==> config.mk <==
export PLATFORM = sky130hd
export DESIGN_NAME = wdr_top
export DESIGN_NICKNAME = d
export VERILOG_FILES = /design/src/wdr_pkg.sv /design/src/wdr_wdt_if.sv /design/src/wdr_timer.sv /design/src/wdr_top.sv
export VERILOG_INCLUDE_DIRS = /design/src
export SDC_FILE = /design/constraint.sdc
export NUM_CORES = 1
export LEC_CHECK = 0
export BUFFER_PORTS_ARGS = -buffer_cell sky130_fd_sc_hd__buf_2
export CELL_PAD_IN_SITES_DETAIL_PLACEMENT = 1
export CELL_PAD_IN_SITES_GLOBAL_PLACEMENT = 1
export CORE_AREA = 2 2 124 126
export DETAILED_ROUTE_END_ITERATION = 10
export DIE_AREA = 0 0 126 128
export HOLD_SLACK_MARGIN = 0.12
export PLACE_DENSITY_LB_ADDON = 0.1
export REMOVE_ABC_BUFFERS = 1
export SYNTH_ARGS = -nofsm -noshare
export SYNTH_HDL_FRONTEND = slang
export SYNTH_SLANG_ARGS = --single-unit
==> constraint.sdc <==
create_clock -name ref_clk -period 3.5 [get_ports ref_clk]
set_input_delay 0.175 -clock ref_clk [delete_from_list [all_inputs] [get_ports ref_clk]]
set_output_delay 0.175 -clock ref_clk [all_outputs]
set_load 0.02 [all_outputs]
==> src/wdr_defs.svh <==
`ifndef WDR_DEFS_SVH
`define WDR_DEFS_SVH

// register indices on the plain register port
`define WDR_ADDR_CTRL       2'h0
`define WDR_ADDR_STATUS     2'h1
`define WDR_ADDR_PORT_DATA  2'h2
`define WDR_ADDR_PORT_DIR   2'h3

// watchdog_control fields
`define WDR_CTRL_SYSCLK_BIT 7
`define WDR_CTRL_SEL_MSB    6
`define WDR_CTRL_SEL_LSB    4
`define WDR_CTRL_RESET      8'h7A

// status fields
`define WDR_STAT_EXPIRY_BIT 0
`define WDR_STAT_PD_BIT     1

`define WDR_PORT_RESET      8'hFF

// timing
`define WDR_CLK_PERIOD_NS   10
`define WDR_POD_NS          100000000
`define WDR_UV_FILTER_NS    1000
`define WDR_SST_FAST_EDGES  16
`define WDR_SST_SLOW_EDGES  2
`define WDR_TIMEOUT_BASE    16'h0100

`endif

==> src/wdr_pkg.sv <==
`include "wdr_defs.svh"

package wdr_pkg;

    typedef enum {
        ST_HOLD,
        ST_RUN,
        ST_SLEEP,
        ST_IDLE0,
        ST_IDLE1,
        ST_SETTLE
    } wdr_state_t;

    // last count before overflow for a period select code
    function automatic logic [14:0] wdr_limit(input logic [2:0] sel);
        logic [15:0] span;
        span = 16'(`WDR_TIMEOUT_BASE << sel);
        return 15'(span - 16'h0001);
    endfunction

endpackage

==> src/wdr_wdt_if.sv <==
`timescale 1ns/10ps
`default_nettype none

interface wdr_wdt_if;
    logic        tick;
    logic        clear;
    logic [2:0]  period_sel;
    logic        overflow;
    logic [14:0] count;

    modport ctl (output tick, output clear, output period_sel, input overflow, input count);
    modport tmr (input tick, input clear, input period_sel, output overflow, output count);
endinterface

`default_nettype wire

==> src/wdr_timer.sv <==
`timescale 1ns/10ps
`default_nettype none

module wdr_timer
    import wdr_pkg::*;
(
    input  wire logic ref_clk,
    input  wire logic rst_n,
    wdr_wdt_if.tmr    wdt
);

    logic [14:0] count_q;
    logic [14:0] count_d;
    logic        ovf_q;
    logic        ovf_d;

    always_comb begin
        count_d = count_q;
        ovf_d   = 1'b0;
        if (wdt.clear) begin
            count_d = 15'h0000;
        end else if (wdt.tick) begin
            // >= so that shrinking the period mid-count cannot run the chain up to its wrap
            if (count_q >= wdr_limit(wdt.period_sel)) begin
                count_d = 15'h0000;
                ovf_d   = 1'b1;
            end else begin
                count_d = 15'(count_q + 15'h0001);
            end
        end
    end

    always_ff @(posedge ref_clk) begin
        if (!rst_n) begin
            count_q <= 15'h0000;
            ovf_q   <= 1'b0;
        end else begin
            count_q <= count_d;
            ovf_q   <= ovf_d;
        end
    end

    assign wdt.count    = count_q;
    assign wdt.overflow = ovf_q;
endmodule // wdr_timer

`default_nettype wire

==> src/wdr_top.sv <==
// Behaviour
// - watchdog counts slow oscillator cycles, divided by 2^8 up to 2^15.
// - control bits 6..4 select timeout 256 cycles doubling up to 32768.
// - control bit 7 keeps system clock running in idle when set.
// - control bits 3..0 are plain read/write storage.
// - watchdog always runs; software cannot disable it.
// - counter overflow generates a reset; software must clear before then.
// - counter cleared by hardware reset, clear instruction or halt instruction.
// - one clear instruction alone clears the counter.
// - timeout while running equals power-on reset but sets expiry flag and keeps powerdown flag.
// - timeout in sleep or idle clears only pc and sp, sets expiry.
// - timeout wake waits 15-16 fast or 1-2 slow oscillator cycles.
// - power-on reset sets program counter to zero.
// - power-on reset sets port data and direction registers to all ones.
// - power-on, undervoltage or running timeout reset held for power-on delay.
// - undervoltage reset only after indication outlasts filter time.
// - undervoltage reset always enabled; threshold fixed by configuration option.
// - flags zero on power-on, kept on undervoltage; timeouts set them as listed.
// - halt clears counter, sets powerdown flag, clears expiry flag.
// - powerdown flag cleared by power-up or clear instruction, set by halt.
// - halt with idle select enters idle, clock kept if bit 7 set.
`timescale 1ns/10ps
`default_nettype none
`include "wdr_defs.svh"

module wdr_top
    import wdr_pkg::*;
#(
    parameter int unsigned       POD_CYCLES   = `WDR_POD_NS / `WDR_CLK_PERIOD_NS,
    parameter logic [1:0]        UV_THRESHOLD = 2'h0
) (
    input  wire logic        ref_clk,
    input  wire logic        rst_n,
    input  wire logic        slow_rc_osc,
    input  wire logic        fast_rc_osc,
    input  wire logic        sys_src_slow,
    input  wire logic        undervolt,
    input  wire logic        clear_watchdog_instr,
    input  wire logic        halt_instr,
    input  wire logic        idle_select,
    input  wire logic        wake_req,
    input  wire logic [1:0]  reg_addr,
    input  wire logic [7:0]  reg_wdata,
    input  wire logic        reg_wr,
    input  wire logic        reg_rd,
    output logic      [7:0]  reg_rdata,
    output logic             core_reset,
    output logic             cpu_hold,
    output logic             pc_sp_clear,
    output logic             sysclk_enable,
    output logic      [1:0]  uv_threshold,
    output logic      [7:0]  port_out,
    output logic      [7:0]  port_dir
);

    localparam int UV_CYCLES = (`WDR_UV_FILTER_NS + `WDR_CLK_PERIOD_NS - 1) / `WDR_CLK_PERIOD_NS;
    localparam int POD_W     = $clog2(POD_CYCLES + 1);

    // pin synchronisers; third stage only feeds the edge detectors
    logic [2:0] slow_sync_q;
    logic [2:0] fast_sync_q;
    logic [1:0] uv_sync_q;

    always_ff @(posedge ref_clk) begin
        if (!rst_n) begin
            slow_sync_q <= 3'h0;
            fast_sync_q <= 3'h0;
            uv_sync_q   <= 2'h0;
        end else begin
            slow_sync_q <= {slow_sync_q[1:0], slow_rc_osc};
            fast_sync_q <= {fast_sync_q[1:0], fast_rc_osc};
            uv_sync_q   <= {uv_sync_q[0], undervolt};
        end
    end

    logic slow_tick;
    logic fast_tick;
    logic uv_level;
    assign slow_tick = slow_sync_q[1] & ~slow_sync_q[2];
    assign fast_tick = fast_sync_q[1] & ~fast_sync_q[2];
    assign uv_level  = uv_sync_q[1];

    // undervoltage filter
    logic [15:0] uv_cnt_q;
    logic [15:0] uv_cnt_d;
    logic        uv_fire;

    always_comb begin
        uv_cnt_d = 16'h0000;
        uv_fire  = 1'b0;
        if (uv_level) begin
            if (uv_cnt_q == 16'(UV_CYCLES - 1)) begin
                uv_fire  = 1'b1;
                uv_cnt_d = uv_cnt_q;
            end else begin
                uv_cnt_d = 16'(uv_cnt_q + 16'h0001);
            end
        end
    end

    always_ff @(posedge ref_clk) begin
        if (!rst_n) begin
            uv_cnt_q <= 16'h0000;
        end else begin
            uv_cnt_q <= uv_cnt_d;
        end
    end

    wdr_wdt_if wdt ();

    wdr_timer u_timer (
        .ref_clk (ref_clk),
        .rst_n   (rst_n),
        .wdt     (wdt.tmr)
    );

    // main state, flags and registers
    wdr_state_t       state_q;
    wdr_state_t       state_d;
    logic [POD_W-1:0] hold_cnt_q;
    logic [POD_W-1:0] hold_cnt_d;
    logic [4:0]       sst_cnt_q;
    logic [4:0]       sst_cnt_d;
    logic             sst_slow_q;
    logic             sst_slow_d;
    logic [7:0]       ctrl_q;
    logic [7:0]       ctrl_d;
    logic [7:0]       pdata_q;
    logic [7:0]       pdata_d;
    logic [7:0]       pdir_q;
    logic [7:0]       pdir_d;
    logic             exp_q;
    logic             exp_d;
    logic             pd_q;
    logic             pd_d;
    logic             pcsp_q;
    logic             pcsp_d;
    logic             wdt_clear;
    logic             full_reset;
    logic             asleep;

    assign asleep = (state_q == ST_SLEEP) || (state_q == ST_IDLE0) || (state_q == ST_IDLE1);
    assign full_reset = uv_fire || (wdt.overflow && !asleep);

    always_comb begin
        state_d    = state_q;
        hold_cnt_d = hold_cnt_q;
        sst_cnt_d  = sst_cnt_q;
        sst_slow_d = sst_slow_q;
        ctrl_d     = ctrl_q;
        pdata_d    = pdata_q;
        pdir_d     = pdir_q;
        exp_d      = exp_q;
        pd_d       = pd_q;
        pcsp_d     = 1'b0;
        wdt_clear  = 1'b0;

        if (reg_wr) begin
            case (reg_addr)
                `WDR_ADDR_CTRL:      ctrl_d  = reg_wdata;
                `WDR_ADDR_PORT_DATA: pdata_d = reg_wdata;
                `WDR_ADDR_PORT_DIR:  pdir_d  = reg_wdata;
                default: ;
            endcase
        end

        case (state_q)
            ST_HOLD: begin
                wdt_clear = 1'b1;
                if (hold_cnt_q == POD_W'(POD_CYCLES - 1)) begin
                    state_d = ST_RUN;
                end else begin
                    hold_cnt_d = POD_W'(hold_cnt_q + 1'b1);
                end
            end
            ST_RUN: begin
                if (halt_instr) begin
                    wdt_clear = 1'b1;
                    pd_d      = 1'b1;
                    exp_d     = 1'b0;
                    if (!idle_select) begin
                        state_d = ST_SLEEP;
                    end else if (ctrl_q[`WDR_CTRL_SYSCLK_BIT]) begin
                        state_d = ST_IDLE1;
                    end else begin
                        state_d = ST_IDLE0;
                    end
                end else if (clear_watchdog_instr) begin
                    wdt_clear = 1'b1;
                    pd_d      = 1'b0;
                end
            end
            ST_SLEEP, ST_IDLE0, ST_IDLE1: begin
                if (wdt.overflow) begin
                    exp_d      = 1'b1;
                    pd_d       = 1'b1;
                    pcsp_d     = 1'b1;
                    state_d    = ST_SETTLE;
                    sst_cnt_d  = 5'h00;
                    sst_slow_d = sys_src_slow;
                end else if (wake_req) begin
                    state_d    = ST_SETTLE;
                    sst_cnt_d  = 5'h00;
                    sst_slow_d = sys_src_slow;
                end
            end
            ST_SETTLE: begin
                // counting edges of the source gives N-1..N whole periods of settle time
                if ((sst_slow_q ? slow_tick : fast_tick)) begin
                    if (sst_cnt_q == 5'((sst_slow_q ? `WDR_SST_SLOW_EDGES : `WDR_SST_FAST_EDGES) - 1)) begin
                        state_d = ST_RUN;
                    end else begin
                        sst_cnt_d = 5'(sst_cnt_q + 5'h01);
                    end
                end
            end
            default: state_d = ST_HOLD;
        endcase

        if (full_reset) begin
            state_d    = ST_HOLD;
            hold_cnt_d = '0;
            ctrl_d     = `WDR_CTRL_RESET;
            pdata_d    = `WDR_PORT_RESET;
            pdir_d     = `WDR_PORT_RESET;
            pcsp_d     = 1'b1;
            wdt_clear  = 1'b1;
            // undervoltage keeps both flags; a running timeout sets expiry only
            if (!uv_fire) begin
                exp_d = 1'b1;
            end
        end
    end

    always_ff @(posedge ref_clk) begin
        if (!rst_n) begin
            state_q    <= ST_HOLD;
            hold_cnt_q <= '0;
            sst_cnt_q  <= 5'h00;
            sst_slow_q <= 1'b0;
            ctrl_q     <= `WDR_CTRL_RESET;
            pdata_q    <= `WDR_PORT_RESET;
            pdir_q     <= `WDR_PORT_RESET;
            exp_q      <= 1'b0;
            pd_q       <= 1'b0;
            pcsp_q     <= 1'b1;
        end else begin
            state_q    <= state_d;
            hold_cnt_q <= hold_cnt_d;
            sst_cnt_q  <= sst_cnt_d;
            sst_slow_q <= sst_slow_d;
            ctrl_q     <= ctrl_d;
            pdata_q    <= pdata_d;
            pdir_q     <= pdir_d;
            exp_q      <= exp_d;
            pd_q       <= pd_d;
            pcsp_q     <= pcsp_d;
        end
    end

    // no enable bit exists: the timer always sees the slow tick
    assign wdt.tick       = slow_tick;
    assign wdt.clear      = wdt_clear;
    assign wdt.period_sel = ctrl_q[`WDR_CTRL_SEL_MSB:`WDR_CTRL_SEL_LSB];

    // read port, data the cycle after the strobe
    logic [7:0] rdata_q;
    logic [7:0] rdata_d;

    always_comb begin
        rdata_d = 8'h00;
        if (reg_rd) begin
            case (reg_addr)
                `WDR_ADDR_CTRL:      rdata_d = ctrl_q;
                `WDR_ADDR_STATUS:    rdata_d = {6'h00, pd_q, exp_q};
                `WDR_ADDR_PORT_DATA: rdata_d = pdata_q;
                `WDR_ADDR_PORT_DIR:  rdata_d = pdir_q;
                default:             rdata_d = 8'h00;
            endcase
        end
    end

    always_ff @(posedge ref_clk) begin
        if (!rst_n) begin
            rdata_q <= 8'h00;
        end else begin
            rdata_q <= rdata_d;
        end
    end

    assign reg_rdata     = rdata_q;
    assign core_reset    = (state_q == ST_HOLD);
    assign cpu_hold      = (state_q != ST_RUN);
    assign pc_sp_clear   = pcsp_q;
    assign sysclk_enable = (state_q != ST_SLEEP) && (state_q != ST_IDLE0);
    assign uv_threshold  = UV_THRESHOLD;
    assign port_out      = pdata_q;
    assign port_dir      = pdir_q;
endmodule // wdr_top

`default_nettype wire

==> impl_metrics.tcl, run 1 <==
set metrics [dict create \
    viasPerCell 5.16 \
    slowest_stage "or3_1" \
    fin_tns_setup_ps 0 \
    initial_utilization 0.342 \
    endpoint_kind "flop" \
    htree_levels 3 \
    crit_arrival_ps 3120 \
    ys_async_sr_fraction 0 \
    antenna_found_initial 0 \
    dp_hpwl_mm 9.10 \
    ys_types 59 \
    layout_min_cycle_time_ps 2880 \
    grt_setup_unrepaired "false" \
    yosysWarnings 0 \
    yosys.area.top_type "dfxtp_1" \
    path_cells "or3_1, ha_1, nor3_1, a21o_1, a21oi_1, ha_1, a21o_1, a21o_1, a21oi_1, o32ai_2, buf_4, nor2b_1" \
    hp-class "primary input to flop" \
    cpMostUsedCell "a21o_1" \
    drc_errors 0 \
    crit_path_max_incr_delay_ps 420 \
    crit_buf_inv 1 \
    crit_fanout 16 \
    fin_worst_skew_ps 7.38 \
    ys.flop_type "dfxtp_1" \
    final_common_cell "dfxtp_1" \
    synth-simple-area-share 0.310 \
    grt-ovfl-total 0 \
    synth_top_family_by_area "simple AND/OR/NAND/NOR gates" \
    grt_pass1_vias 4390 \
    p_per_area_nw_per_um2 427 \
    gp_congestion 0.782 \
    synth-adder-area-share 0.0295 \
    grt.total_usage 0.168 \
    clockRootBuffer "clkbuf_16" \
    design_area_sq_um 5920 \
    syn_inst 587 \
    portBuffers 49 \
    core-area_sq_um 14900 \
    fp-row-count 45 \
    cap_violations 0 \
    final_antenna_net_count 0 \
    vias 4295 \
    clk_pin_slew_ps 70 \
    max-clock-path-buffers 2 \
    synth_xor_area_frac 0.0843 \
    cts.repair.resized 0 \
    post_drt_wl_per_cell_um 15.5 \
    slew_headroom 0.415 \
    dpl_cell_area_sq_um 5490 \
    fmax_mhz 347 \
    maxSlewViolCount 0 \
    syn_to_final_growth_pct 16.4 \
    p_total_mw 2.53 \
    ios 52 \
    cp.required_ps 3740 \
    worst_path_dominant_cell_family "compound AO/OA/AOI/OAI gates" \
    ys_top_cells_by_area "dfxtp_1 42%, nand2_1 5.5%, xor2_1 5.2%" \
    outcome "completed" \
    synth-edff-count 0 \
    grt_max_degree 30 \
    drive_above_1_share 0.152 \
    drt_iter0_drc 130 \
    critPathKind "flop to flop" \
    fp.dieArea_sq_um 16100 \
    grt_pass1_wl_mm 21.8 \
    tightest_slew_ps 871 \
    numCtsBuffers 9 \
    die_w_um 126 \
    worst_slack_ps 621 \
    synth_area_sq_um 5090 \
    routed_wl_mm 12.9 \
    ys_ff_latch 108 \
    final_hold_viol_count 0 \
    synth-compound-area-share 0.0836 \
    synth.avg_cell_area_sq_um 8.67 \
    ir_drop_mv 0.223 \
    final_core_util 0.399 \
    cp-start-kind "flop" \
    fin_crit_sh 0.823 \
    most-common-layout-cells "108 x dfxtp_1, 74 x nand2_1, 61 x nor2_1" \
    setup_viol 0 \
    synthMuxAreaShare 0.0320 \
    fp.dieH_um 128 \
    synth_top_cell_area_share 0.425 \
    clk-insertion-delay-late_ps 360 \
    synth_seq_area_share 0.425 \
    p_leak_nw 2.21 \
    antenna_cells 0 \
    first_pass_iters 4 \
    cts_tree "done" \
    cts_sinks 108 \
    post-place-ws_ps 640 \
    nets 675 \
]
where the power goes:
| part | switching, mW | internal [mW] | leakage, nW | total, mW |
|---|---|---|---|---|
| registers | 0.0193 | 1.25 | 0.877 | 1.27 |
| clock network | 0.469 | 0.624 | 0.148 | 1.09 |
| logic | 0.0997 | 0.0649 | 1.18 | 0.165 |
registers in the layout, summed over array words and instances (netlist names), 2 cells and up:
signal and cells:
port_out 8, uv_sync_q 2, state_q 3, reg_rdata 8, hold_cnt_q 24, u_timer.wdt.count 15, uv_cnt_q 16, sst_cnt_q 5
slow_sync_q 3, port_dir 8, ctrl_q 8, fast_sync_q 3
synth_stat cells, drive strengths merged (5+ instances only):
library cell / instances
dfxtp: 108
nand2: 74
nor2: 62
nand3: 48
nor3: 34
xor2: 30
a21oi: 22
xnor2: 19
inv: 17
nand4: 17
buf: 14
ha: 12
o21ai: 12
and2: 11
clkbuf: 9
nor2b: 7
nor4: 7
a22oi: 6
mux2: 6
or3: 6
mux2i: 5
nand2b: 5
nor4b: 5
o211ai: 5
worst min-delay path, cell delays in order:
cell and delay, ps:
buf_2 130, nand2_1 80, a21oi_1 60
cells by family (layout without fill, tap and decap cells):
family,Yosys count,after routing
AOI/OAI and AO/OA,63,63
xor gates and xnor gates,49,49
adders and majority gates,12,12
buffers and inverters,40,97
DFF,108,108
muxes,13,13
other,1,2
and+or+nand+nor,301,301
metal layers:
layer | up-vias | global-route usage | wire (um)
li1 | 2143 | - | -
met1 | 2101 | 0.215 | 6230
met2 | 46 | 0.281 | 6170
met3 | 5 | 0.0467 | 409
met4 | 0 | 0.0414 | 92
met5 | - | 0 | 0
through the flow:
step | hold WS [ps] | std cells
final | 136 | 833
after floorplan | 297 | 565
after global routing | 132 | 833
after global placement | 387 | 806
after CTS | 120 | 833
after detailed placement | 408 | 806
final timing paths:
kind	to	cells after the start	slack (ps)	startpoint
worst min register to register	slow_sync_q[1]	1	440	slow_sync_q[0]
worst max-delay path	u_timer.wdt.overflow	12	620	ctrl_q[4]
worst max register to register	u_timer.wdt.overflow	12	620	ctrl_q[4]
worst min-delay path	pd_q	3	140	halt_instr
final cells by class:
class	count	area, sq um
Clock buffer	9	225
Clock inverter	6	88.8
Fill cell	1816	8940
Inverter	17	63.8
Multi-Input combinational cell	440	2750
Sequential cell	108	2160
Tap cell	188	235
Timing Repair Buffer	65	395
repair_timing:
item / CTS / global route
hold buffers: 12 / 0
buffers inserted: 0 / 0
endpoints found under the hold margin: 28 / 0
Note: power is estimated with default switching activity, not from simulation.
==> inputs of run 2 (changes only) <==
Clock period 3.5 ns to 2.53 ns, I/O delays scaled along.
==> run 2 against run 1 <==
  * Die area stayed put
  * Fmax is 11% higher
  * Highest routed layer unchanged
  * Sequential power is 39% higher
  * Critical endpoint unchanged
  * The flow now finishes with violations (setup timing)
  * Design area is 3.9% higher
==> impl_metrics.tcl, run 2 (synthesized netlist as in run 1, its figures left out) <==
set metrics [dict create \
    internal_power_mw 2.61 \
    outcome "finished, violations left" \
    initial_utilization 0.342 \
    gp_congestion 0.775 \
    final_antenna_net_count 0 \
    clk_pin_slew_ps 70 \
    use_met1 0.225 \
    fin_crit_sh 1.02 \
    grt_setup_unrepaired "true" \
    first_pass_iters 4 \
    ir_drop_mv 0.295 \
    p_leak_nw 2.30 \
    dp_hpwl_mm 9.50 \
    largest_reg_flops 24 \
    grt_use_met2 0.294 \
    most-common-layout-cells "107 x dfxtp_1, 73 x nand2_1, 60 x nor2_1" \
    grt.total_usage 0.174 \
    path_cells "or3_4, ha_4, buf_6, xnor2_4, ha_4, nand3_2, nor4_2, a211oi_2, o32ai_2, buf_6, nor2b_1" \
    crit_buf_inv 2 \
    drt_iter0_drc 153 \
    grt_max_degree 26 \
    nets 689 \
    max-clock-path-buffers 2 \
    slowest_stage "or3_4" \
    viasPerCell 5.16 \
    drc_errors 0 \
    violations "setup timing" \
    post_drt_wl_per_cell_um 16.1 \
    numCtsBuffers 9 \
    vias 4374 \
    antenna_found_initial 0 \
    cap_violations 0 \
    worst_path_dominant_cell_family "simple AND/OR/NAND/NOR gates" \
    critPathKind "flop to flop" \
    endpoint_kind "flop" \
    regMostFlops "hold_cnt_q" \
    portBuffers 49 \
    maxSlewViolCount 0 \
    clk-insertion-delay-late_ps 350 \
    p_sw_mw 0.808 \
    p_sw_frac 0.237 \
    crit_path_max_incr_delay_ps 400 \
    antenna_cells 0 \
    fp.dieH_um 128 \
    fin_worst_skew_ps 14.9 \
    post-place-ws_ps -198 \
    final_hold_viol_count 0 \
    setup_viol 16 \
    tightest_slew_ps 658 \
    hp-class "primary input to flop" \
    p_comb_frac 0.074 \
    busiest_layer "met2" \
    crit_arrival_ps 2870 \
    p_per_area_nw_per_um2 554 \
    whs_ps 184 \
    grt_pass1_vias 4546 \
    core-area_sq_um 14900 \
    grt_use_met3 0.0371 \
    cp-start-kind "flop" \
    fp.dieArea_sq_um 16100 \
    slew_headroom 0.560 \
    grt_pass1_wl_mm 22.8 \
    cp.required_ps 2810 \
    crit_fanout 8 \
    fmax_mhz 386 \
    layout_min_cycle_time_ps 2590 \
    cts_tree "done" \
    htree_levels 3 \
    grt-ovfl-total 0 \
    worst_slack_ps -59.4 \
    syn_to_final_growth_pct 20.9 \
    pwr-share-clk 0.410 \
    drive_above_1_share 0.190 \
    final_common_cell "dfxtp_1" \
    p_seq_frac 0.516 \
    cts_sinks 108 \
    die_w_um 126 \
    fp-row-count 45 \
    routed_wl_mm 13.6 \
    clockRootBuffer "clkbuf_16" \
    ios 52 \
]
run 2: worst paths after layout:
| kind | from | end | slack [ps] | cells after the start |
|---|---|---|---|---|
| max | ctrl_q[5] | u_timer.wdt.overflow | -60 | 11 |
| min | rst_n | fast_sync_q[0] | 180 | 2 |
| max reg2reg | ctrl_q[5] | u_timer.wdt.overflow | -60 | 11 |
| min reg2reg | slow_sync_q[0] | slow_sync_q[1] | 440 | 1 |
run 2: per-stage QoR:
| stage | setup TNS [ps] | cell area [sq um] | total power [mW] | instances | util |
|---|---|---|---|---|---|
| 6_report | -510 | 6160 | 3.41 | 847 | 0.414 |
| 4_1_cts | 0 | 6090 | 3.47 | 847 | 0.409 |
| 5_1_grt | -2710 | 6160 | 3.57 | 847 | 0.414 |
| 2_1_floorplan | -5590 | 4980 | 1.92 | 565 | - |
| 3_3_place_gp | -205 | 5580 | 2.02 | 816 | 0.375 |
| 3_5_place_dp | -2430 | 5580 | 2.02 | 816 | 0.375 |
run 2: final cells by class:
| type | instances | area (sq um) |
|---|---|---|
| fill | 1766 | 8710 |
| tap | 188 | 235 |
| clock buffer | 11 | 233 |
| clock inverter | 4 | 51.3 |
| sequential | 108 | 2160 |
| inverter | 17 | 63.8 |
| timing repair buffer | 79 | 536 |
| multi-input combinational | 440 | 2870 |
run 2: repair_timing:
action	4_1_cts	5_1_grt
setup endpoints to repair	16	16
setup buffers	2	0
pin swaps	7	8
hold buffers	15	0
gates resized for setup	15	11
cloned	0	0
endpoints found under the hold margin	30	0
run 2: power by group through the flow:
stage                     logic, mW  clock network [mW]  registers (mW)
after floorplan              0.0985                   0            1.82
after global placement        0.221                   0            1.80
after detailed placement      0.225                   0            1.80
after CTS                     0.253                1.46            1.76
after global routing          0.280                1.52            1.76
final                         0.254                1.40            1.76
run 2: worst register-to-register path, stage by stage, from the launching register on:
cell	delay, ps
dfxtp_2	320
or3_4	400
ha_4	200
buf_6	130
xnor2_4	140
ha_4	290
nand3_2	80
nor4_2	190
a211oi_2	90
o32ai_2	350
buf_6	200
nor2b_1	130
run 2: routing by layer:
layer | part of all wire | up-vias
li1 | - | 2182
met1 | 0.47 | 2127
met2 | 0.49 | 55
met3 | 0.033 | 10
met4 | 0.0093 | 0
met5 | 0 | -
